### src/psr_pkg.sv
// Purpose: constants and types for the parameter store/restore block
// Assumes: object-dictionary style access, index plus subindex, 32-bit data
// Notes: the storage medium is outside; this block only sequences requests
package psr_pkg;
    localparam logic [15:0] IDX_STORE = 16'h1010;
    localparam logic [15:0] IDX_DISCARD = 16'h1011;
    localparam logic [15:0] IDX_VERIFY = 16'h1020;
    localparam logic [15:0] IDX_REBOOT = 16'h2800;
    localparam logic [15:0] IDX_USER_PROG = 16'h2300;
    localparam logic [31:0] KEY_SAVE = 32'h65766173;
    localparam logic [31:0] KEY_LOAD = 32'h64616F6C;
    localparam logic [31:0] KEY_BOOT = 32'h746F6F62;
    localparam logic [31:0] STORE_DONE_VAL = 32'h00000001;
    localparam logic [31:0] VERIFY_RST_VAL = 32'h00000000;
    localparam logic [31:0] USER_PROG_RST_VAL = 32'h00000001;
    localparam int USER_PROG_RUN_BIT = 0;
    localparam logic [7:0] SUB_ALL = 8'h01;
    localparam logic [7:0] SUB_COMM = 8'h02;
    localparam logic [7:0] SUB_APP = 8'h03;
    localparam logic [7:0] SUB_CUST = 8'h04;
    localparam logic [7:0] SUB_DRIVE = 8'h05;
    localparam logic [7:0] SUB_TUNE = 8'h06;
    localparam logic [7:0] SUB_MODBUS = 8'h0B;
    localparam logic [7:0] SUB_BOOT = 8'h01;
    localparam logic [7:0] SUB_VER_DATE = 8'h01;
    localparam logic [7:0] SUB_VER_TIME = 8'h02;
    localparam int CAT_W = 7;
    // category mask bits
    localparam int CAT_COMM = 0;
    localparam int CAT_APP = 1;
    localparam int CAT_CUST = 2;
    localparam int CAT_DRIVE = 3;
    localparam int CAT_TUNE = 4;
    localparam int CAT_MODBUS = 5;
    localparam int NUM_SUB = 7;

    typedef enum logic [1:0] {
        ST_IDLE = 2'b00,
        ST_SAVE = 2'b01,
        ST_DISCARD = 2'b10
    } psr_state_t;

    typedef struct packed {
        logic wr;
        logic rd;
        logic [15:0] index;
        logic [7:0] sub;
        logic [31:0] wdata;
        logic savable;
    } psr_req_t;

    typedef struct packed {
        psr_state_t state;
        logic [2:0] slot;
        logic [NUM_SUB*32-1:0] store_val;
        logic [NUM_SUB*32-1:0] discard_val;
        logic [31:0] ver_date;
        logic [31:0] ver_time;
        logic [31:0] user_prog;
        logic [31:0] rdata;
        logic rvalid;
        logic nv_save;
        logic nv_discard;
        logic [CAT_W-1:0] nv_cats;
        logic restart;
        logic prog_start;
        logic boot_seen;
    } psr_state_reg_t;
endpackage

### src/psr_store_restore.sv
// Purpose: keyed save/discard/restart command logic of the parameter dictionary
// Assumes: one dictionary access per cycle; storage engine acks with nv_done_in
// Notes: live values are held elsewhere; this block starts storage jobs and raises the restart, reload and autostart pulses
`timescale 1ns/1ps

// Notes on behaviour
// - save key written to a store subindex starts saving that category
// - on completion the store subindex is overwritten with one
// - store subindices 01 all, 02..06 single categories, 0B modbus settings
// - discard key written to a discard subindex marks saved data for deletion
// - discard subindex 01 covers all categories except tuning
// - discard leaves live values alone; takes effect only after restart
// - boot key at reboot subindex 01 requests a device restart
// - marker entries accept date and time, saved with store subindex 01
// - any savable write clears markers, except store 01 and marker writes
// - loaded user program autostarts after restart; reset sets control bit 0 to one, so a cleared bit never stops it
// - saved values reload at each power-on or reset
// - only whole categories persist; uncategorised values never do
module psr_store_restore
    import psr_pkg::*;
(
    input wire logic sys_clk_in,
    input wire logic sys_rst_in,
    input wire psr_req_t req_in,
    input wire logic nv_done_in,
    input wire logic prog_loaded_in,
    output logic [31:0] rdata_out,
    output logic rvalid_out,
    output logic nv_save_out,
    output logic nv_discard_out,
    output logic [CAT_W-1:0] nv_cats_out,
    output logic nv_reload_out,
    output logic restart_out,
    output logic prog_start_out,
    output logic busy_out
);
    psr_state_reg_t st_reg;
    psr_state_reg_t st_next;

    // slot number for a store/discard subindex, 7 means not mapped
    function automatic logic [2:0] sub_slot(input logic [7:0] sub);
        unique case (sub)
            SUB_ALL: sub_slot = 3'd0;
            SUB_COMM: sub_slot = 3'd1;
            SUB_APP: sub_slot = 3'd2;
            SUB_CUST: sub_slot = 3'd3;
            SUB_DRIVE: sub_slot = 3'd4;
            SUB_TUNE: sub_slot = 3'd5;
            SUB_MODBUS: sub_slot = 3'd6;
            default: sub_slot = 3'd7;
        endcase
    endfunction

    // category mask; the whole-set save includes tuning, the whole-set discard not
    function automatic logic [CAT_W-1:0] slot_cats(input logic [2:0] slot,
                                                   input logic is_discard);
        logic [CAT_W-1:0] m;
        m = '0;
        unique case (slot)
            3'd0:
            begin
                m = {1'b1, {(CAT_W-1){1'b1}}};
                if (is_discard)
                begin
                    m[CAT_TUNE] = 1'b0;
                end
            end
            3'd1: m[CAT_COMM] = 1'b1;
            3'd2: m[CAT_APP] = 1'b1;
            3'd3: m[CAT_CUST] = 1'b1;
            3'd4: m[CAT_DRIVE] = 1'b1;
            3'd5: m[CAT_TUNE] = 1'b1;
            3'd6: m[CAT_MODBUS] = 1'b1;
            default: m = '0;
        endcase
        slot_cats = m;
    endfunction

    always_comb
    begin
        logic [2:0] slot;
        logic is_store;
        logic is_disc;
        logic is_ver;
        slot = sub_slot(req_in.sub);
        is_store = req_in.wr && (req_in.index == IDX_STORE) && (slot != 3'd7);
        is_disc = req_in.wr && (req_in.index == IDX_DISCARD) && (slot != 3'd7);
        is_ver = req_in.wr && (req_in.index == IDX_VERIFY);
        st_next = st_reg;
        st_next.nv_save = 1'b0;
        st_next.nv_discard = 1'b0;
        st_next.restart = 1'b0;
        st_next.prog_start = 1'b0;
        st_next.rvalid = req_in.rd;
        st_next.rdata = '0;

        // reads
        if (req_in.rd)
        begin
            if (req_in.index == IDX_STORE && sub_slot(req_in.sub) != 3'd7)
            begin
                st_next.rdata = st_reg.store_val[sub_slot(req_in.sub)*32 +: 32];
            end
            else if (req_in.index == IDX_DISCARD && sub_slot(req_in.sub) != 3'd7)
            begin
                st_next.rdata = st_reg.discard_val[sub_slot(req_in.sub)*32 +: 32];
            end
            else if (req_in.index == IDX_VERIFY && req_in.sub == SUB_VER_DATE)
            begin
                st_next.rdata = st_reg.ver_date;
            end
            else if (req_in.index == IDX_VERIFY && req_in.sub == SUB_VER_TIME)
            begin
                st_next.rdata = st_reg.ver_time;
            end
            else if (req_in.index == IDX_USER_PROG)
            begin
                st_next.rdata = st_reg.user_prog;
            end
        end

        // marker clear on savable writes; store 01 and the marker itself excluded
        if (req_in.wr && !is_ver && (req_in.savable || (req_in.index == IDX_STORE))
            && !(req_in.index == IDX_STORE && req_in.sub == SUB_ALL))
        begin
            st_next.ver_date = VERIFY_RST_VAL;
            st_next.ver_time = VERIFY_RST_VAL;
        end
        if (is_ver && req_in.sub == SUB_VER_DATE)
        begin
            st_next.ver_date = req_in.wdata;
        end
        if (is_ver && req_in.sub == SUB_VER_TIME)
        begin
            st_next.ver_time = req_in.wdata;
        end
        if (req_in.wr && req_in.index == IDX_USER_PROG)
        begin
            st_next.user_prog = req_in.wdata;
        end

        // boot key requests a restart, at any time
        if (req_in.wr && req_in.index == IDX_REBOOT && req_in.sub == SUB_BOOT
            && req_in.wdata == KEY_BOOT)
        begin
            st_next.restart = 1'b1;
        end

        unique case (st_reg.state)
            ST_IDLE:
            begin
                // commands taken only when idle; one job at a time
                if (is_store)
                begin
                    st_next.store_val[slot*32 +: 32] = req_in.wdata;
                    if (req_in.wdata == KEY_SAVE)
                    begin
                        st_next.state = ST_SAVE;
                        st_next.slot = slot;
                        st_next.nv_save = 1'b1;
                        st_next.nv_cats = slot_cats(slot, 1'b0);
                    end
                end
                else if (is_disc)
                begin
                    st_next.discard_val[slot*32 +: 32] = req_in.wdata;
                    if (req_in.wdata == KEY_LOAD)
                    begin
                        // only the saved image is touched; live values stay
                        st_next.state = ST_DISCARD;
                        st_next.slot = slot;
                        st_next.nv_discard = 1'b1;
                        st_next.nv_cats = slot_cats(slot, 1'b1);
                    end
                end
            end
            ST_SAVE:
            begin
                if (nv_done_in)
                begin
                    st_next.store_val[st_reg.slot*32 +: 32] = STORE_DONE_VAL;
                    st_next.state = ST_IDLE;
                end
            end
            ST_DISCARD:
            begin
                if (nv_done_in)
                begin
                    st_next.discard_val[st_reg.slot*32 +: 32] = STORE_DONE_VAL;
                    st_next.state = ST_IDLE;
                end
            end
            default: st_next.state = ST_IDLE;
        endcase

        // autostart one cycle after reset release
        if (!st_reg.boot_seen)
        begin
            st_next.boot_seen = 1'b1;
            st_next.prog_start = prog_loaded_in && st_reg.user_prog[USER_PROG_RUN_BIT];
        end
    end

    always_ff @(posedge sys_clk_in)
    begin
        if (sys_rst_in)
        begin
            st_reg <= '0;
            st_reg.state <= ST_IDLE;
            st_reg.user_prog <= USER_PROG_RST_VAL;
            st_reg.store_val <= {NUM_SUB{STORE_DONE_VAL}};
            st_reg.discard_val <= {NUM_SUB{STORE_DONE_VAL}};
        end
        else
        begin
            st_reg <= st_next;
        end
    end

    // reload pulse right after reset; storage engine copies saved image to live
    logic reload_reg;
    // busy kept in its own flop so the port is not a decode of the state code
    logic busy_reg;
    always_ff @(posedge sys_clk_in)
    begin
        if (sys_rst_in)
        begin
            reload_reg <= 1'b0;
            busy_reg <= 1'b0;
        end
        else
        begin
            reload_reg <= !st_reg.boot_seen;
            busy_reg <= (st_next.state != ST_IDLE);
        end
    end

    assign rdata_out = st_reg.rdata;
    assign rvalid_out = st_reg.rvalid;
    assign nv_save_out = st_reg.nv_save;
    assign nv_discard_out = st_reg.nv_discard;
    assign nv_cats_out = st_reg.nv_cats;
    assign nv_reload_out = reload_reg;
    assign restart_out = st_reg.restart;
    assign prog_start_out = st_reg.prog_start;
    assign busy_out = busy_reg;
endmodule

### config.mk
export PLATFORM = sky130hd
export DESIGN_NAME = psr_store_restore
export DESIGN_NICKNAME = d
export VERILOG_FILES = /design/src/psr_pkg.sv /design/src/psr_store_restore.sv
export SDC_FILE = /design/constraint.sdc
export NUM_CORES = 2
export LEC_CHECK = 0
export ABC_AREA = 0
export BUFFER_PORTS_ARGS = -buffer_cell sky130_fd_sc_hd__buf_2
export CAP_MARGIN = 20
export CORE_MARGIN = 2
export CORE_UTILIZATION = 45
export CTS_CLUSTER_SIZE = 16
export DETAILED_ROUTE_END_ITERATION = 8
export PLACE_DENSITY = 0.64
export SYNTH_ARGS = -nofsm -noshare
export SYNTH_HDL_FRONTEND = slang
export SYNTH_SLANG_ARGS = --single-unit
export TNS_END_PERCENT = 30
### constraint.sdc
create_clock -name sys_clk_in -period 7.1 [get_ports sys_clk_in]
set_input_delay 2.13 -clock sys_clk_in [delete_from_list [all_inputs] [get_ports sys_clk_in]]
set_output_delay 2.13 -clock sys_clk_in [all_outputs]
set_load 0.1 [all_outputs]
After elaboration in Yosys (flattened, before gate mapping):

Index checks and enable logic that the tools add are counted.

* register bits after elaboration: 596
* input port bits: 63
* output and inout port bits: 46

* $add $sub $neg: 2
* equal/unequal tests: 32
* shift-type cells: 6
* multiplexer cells: 48
* bitwise operators: 4
* reduce and logical (&&, ||, !) cells: 47

Operators with widths (count)
* 224-bit 2-to-1 mux: 5
* 224-bit bitwise mux: 4
* 224-bit case mux with 2 select lines: 2
* 32-bit by 34-bit variable shift with 224-bit output, first input constant: 2
* 224-bit by 9-bit indexed part select with 32-bit output: 2
* 32-bit 2-to-1 mux: 7
* 32-bit by 34-bit indexed part select with 224-bit output: 1
* 32-bit by 34-bit indexed part select with 224-bit output, first input constant: 1
* 32-bit by 31-bit equality test with 1-bit output, second input constant: 3
* 8-bit negator with 34-bit output: 2
* 64-bit 2-to-1 mux: 1
* 16-bit by 13-bit equality test with 1-bit output, second input constant: 3
* 16-bit by 14-bit equality test with 1-bit output, second input constant: 2
* 8-bit by 3-bit equality test with 1-bit output, second input constant: 3
* 3-bit 2-to-1 mux: 8
* 7-bit 2-to-1 mux: 3
* 3-bit case mux with 7 select lines: 1
* 1-bit logical AND: 20
* 5-bit 2-to-1 mux: 4
* 2-bit OR reduction: 9
* 8-bit by 2-bit equality test with 1-bit output, second input constant: 2
* 2-bit nonzero test: 7
* 1-bit 2-to-1 mux: 10
* 2-bit != test, second input constant: 5
* 21 further kinds: 32

Logic depth before layout (Yosys ltp):

* depth in word-level cells: 15
* depth in mapped cells: 18

Worst setup path after synthesis:

OpenSTA, ideal clock, no wires.

* path kind: input to register
* start point: input port req_in[38] in the netlist's numbering
* end point: register st_reg[214] in the netlist's numbering
* setup time: 0.059 ns
* data arrival time: 6.366 ns
* slack: 0.675 ns
* stages on the path: 15
* buffers on the path: 5
* path through: or4_4 > or3_1 > clkbuf_1 > inv_1 > clkbuf_1 > clkbuf_1 > clkbuf_1 > ha_1 > ha_1 > o211ai_1 > or4b_2 > nand2b_1 > nor2_1 > buf_2 > a22o_1

* cells in the longest elaborated chain, start to end: 8
* elaborated cells between the ends (all ways): 21
* classes of those cells: add/sub (1); eq/ne (10); shift (2); mux (5); reduce/logical (3)

Ends and longest elaborated chain
* from (decl): RTL line psr_store_restore.sv:24 `input wire psr_req_t req_in,`
* 8-bit by 4-bit equality test with 1-bit output (tied with other cells): RTL line psr_store_restore.sv:42 `unique case (sub)`
* 3-bit case mux with 7 select lines (*): RTL line psr_store_restore.sv:42
* 8-bit negator with 34-bit output: RTL line psr_store_restore.sv:166 `st_next.discard_val[slot*32 +: 32] = req_in.wdata;`
* 32-bit by 34-bit indexed part select with 224-bit output or 32-bit by 34-bit variable shift with 224-bit output (tied branches): RTL line psr_store_restore.sv:166
* 224-bit bitwise mux: RTL line psr_store_restore.sv:166
* 224-bit 2-to-1 mux: RTL line psr_store_restore.sv:164 `else if (is_disc)`
* 224-bit 2-to-1 mux: RTL line psr_store_restore.sv:153 `if (is_store)`
* 224-bit case mux with 2 select lines: RTL line psr_store_restore.sv:149 `unique case (st_reg.state)`
* to (signal assigned): RTL line psr_store_restore.sv:216 `st_reg <= st_next;`
* to (decl): RTL line psr_store_restore.sv:37 `psr_state_reg_t st_reg;`

Mark *: on every way between the ends. The rest lies on a longest branch, timed or not. The select of a mux whose other input is x is not followed.
A chain may end at the register's enable or synchronous reset.

Worst setup path after layout:

* start point: input port req_in[38] in the netlist's numbering
* end point: register st_reg[207] in the netlist's numbering

The elaborated chain is that of the path after synthesis.

==> impl_metrics.ini <==
[cts]
clock-sinks = 596
cts_buffer_depth = 3
ctsResizeCount = 0
numCtsBuffers = 66
cts_root_buf = clkbuf_16
clock_latency_ns = 0.62
ctsHtreeMaxLevel = 3
holdBufCountCts = 0
cts_tree = done
clkSlewWorstSetupHoldPaths_ns = 0.06
post_cts_buffers = 0

[synth]
synth_nets = 3078
synth_edf_count = 0
synth_xor_area_frac = 0.000329
async_reset_ff_frac = 0
synth_top_family_by_area = compound AO/OA/AOI/OAI gates
synth_common_cells = 596 x dfxtp_1, 425 x nand2_1, 293 x clkbuf_1
synth_area_leader_cell = dfxtp_1
netlist_area_mm2 = 0.0266
synth_flop_cell = dfxtp_1
synth_adder_area_share = 0.00658
synth.area.mux_share = 0.0709
synth.avg_cell_area_um2 = 8.87
synth_cells = 3001
yosys.area.top_type_share = 0.448
yosys_warnings = 0
ys_ff_latch = 596
synth-simple-area-share = 0.157
seq_area_frac_synth = 0.448
synth_compound_area_frac = 0.252
synth_area_leaders = dfxtp_1 45%, nand2_1 6.0%, clkbuf_1 4.1%
synth.distinct_cells = 79
yosysMostFrequentCell = dfxtp_1

[hold_path]
min_path_type = flip-flop to flip-flop

[placed_design]
gp_congestion = 0.959
port_buffers = 108
dpl.hpwl_um = 61800
place_ws_ns = 0.819

[pwr]
powerDensity_mw_per_mm2 = 242
vdd_drop_max_mv = 0.155
p_leak_nw = 9.94

[grt]
grt_max_degree = 111
track_usage = 0.319
grt_first_pass_wirelength_um = 147000
grt_pass1_vias = 23100
antenna_found_initial = 6
gr-total-overflow = 0

[cells_and_area]
fillers = 5525
multi_input_area_mm2 = 0.0132
ff_latch_area_mm2 = 0.0119
largest_reg_flops = 550
fin_nets = 2954
syn2layout_area_growth_pct = 11.0
drive_above_1_share = 0.135

[timing]
finalHoldViolCount = 0
slew_violations = 0
rsz0062_at_grt = false
holdWs_ns = 0.408
relSlewSlack = 0.182
fmax_ghz = 0.174
setup_tns_ns = 0
setup_viol = 0
min_period_ns = 5.74
finalClockSkew_ns = 0.0264
worst_pin_slew_ns = 1.23
setup_ws_ns = 1.36
period_share = 0.808

[routing]
viasPerCell = 6.65
wl_per_cell_um = 27.0
vias = 24600
first_pass_iters = 6
ant_nets = 0
drcViolationCount = 0
drt_iter0_drc = 3202
wl_um = 99900

[setup_path]
rrSetupSlack_ns = 3.97
crit_fanout = 23
cp_common_cell = ha_1
cp-start-kind = input pin
critPathSlowestCell = or4_4
worstPathRequired_ns = 7.65
crit_chain = buf_2 > or4_4 > or3_2 > inv_2 > ha_1 > ha_1 > o211ai_1 > or4b_2 > nand2b_1 > nor2_2 > buf_4 > a22o_1
critPathCaptureType = flip-flop
cp_num_buf_inv = 3
worstPathArrival_ns = 6.29
crit_type = input pin to flip-flop
slowest_delay_ns = 0.67
critPathTopFamily = simple AND/OR/NAND/NOR gates

[die]
ios = 109
die_h_um = 247
core.rowCount = 89
start_util = 0.453
die_area_mm2 = 0.0611
die_w_um = 247
core_mm2 = 0.0588

[status]
status = completed

[job]
max_cap_viol_count = 0
final cells by class:
class,instances,share of cell area
Multi-Input combinational cell,1992,0.445
Sequential cell,596,0.404
Clock buffer,95,0.0650
Timing Repair Buffer,184,0.0389
Tap cell,773,0.0327
Clock inverter,22,0.00948
Inverter,37,0.00483
Antenna cell,5,0.000423
power breakdown:
| group | internal [W] | switching [W] |
|---|---|---|
| combinational | 0.0000486 | 0.000238 |
| clock | 0.00208 | 0.00145 |
| sequential | 0.00334 | 0.000000309 |
logic make-up after synthesis:
family | after synthesis
buffers and inverters | 413
XOR/XNOR | 1
AND/OR/NAND/NOR | 895
AO/OA/AOI/OAI | 923
adder cells (fa/ha/maj) | 14
multiplexers | 159
flip-flops | 596
metrics by stage:
step	cells	util	instance area (um^2)	power, W
final	3704	0.503	29600	0.00715
after global routing	3699	0.503	29500	0.00732
after CTS	3698	0.502	29500	0.00718
after detailed placement	3581	0.465	27300	0.00369
after global placement	3580	0.465	27300	0.00369
after floorplan	3001	-	26600	0.00358
routing by layer:
layer | up-vias | share of wire | global-route usage
li1 | 10800 | - | -
met1 | 12100 | 0.40 | 0.410
met2 | 1462 | 0.44 | 0.490
met3 | 306 | 0.091 | 0.0620
met4 | 4 | 0.069 | 0.202
met5 | - | 0.00024 | 0
placed cells by master, fill, tap and decap left out, types with 31 or more instances in the layout:
cell type    n
inv_1       31
buf_2      108
mux2i_1    102
a22o_1     116
o2bb2ai_1   37
mux2_2      37
nand2_1    425
a22oi_1     67
clkbuf_16   67
nor2_1     108
o32ai_1     34
o21ai_0     89
buf_4       73
dfxtp_1    596
a21oi_1    214
o31ai_1     46
nand3_1    172
a32o_1      77
o211ai_1    44
a221oi_1    43
path summary, 6_finish.rpt:
path / startpoint / endpoint / depth (start not counted)
worst max register to register: st_reg[592] / st_reg[349] / 8
worst max-delay path: req_in[38] / st_reg[207] / 12
worst min-delay path: st_reg[0] / nv_reload_out / 1
worst min register to register: st_reg[0] / nv_reload_out / 1
Power figures use the tool's default switching activity.
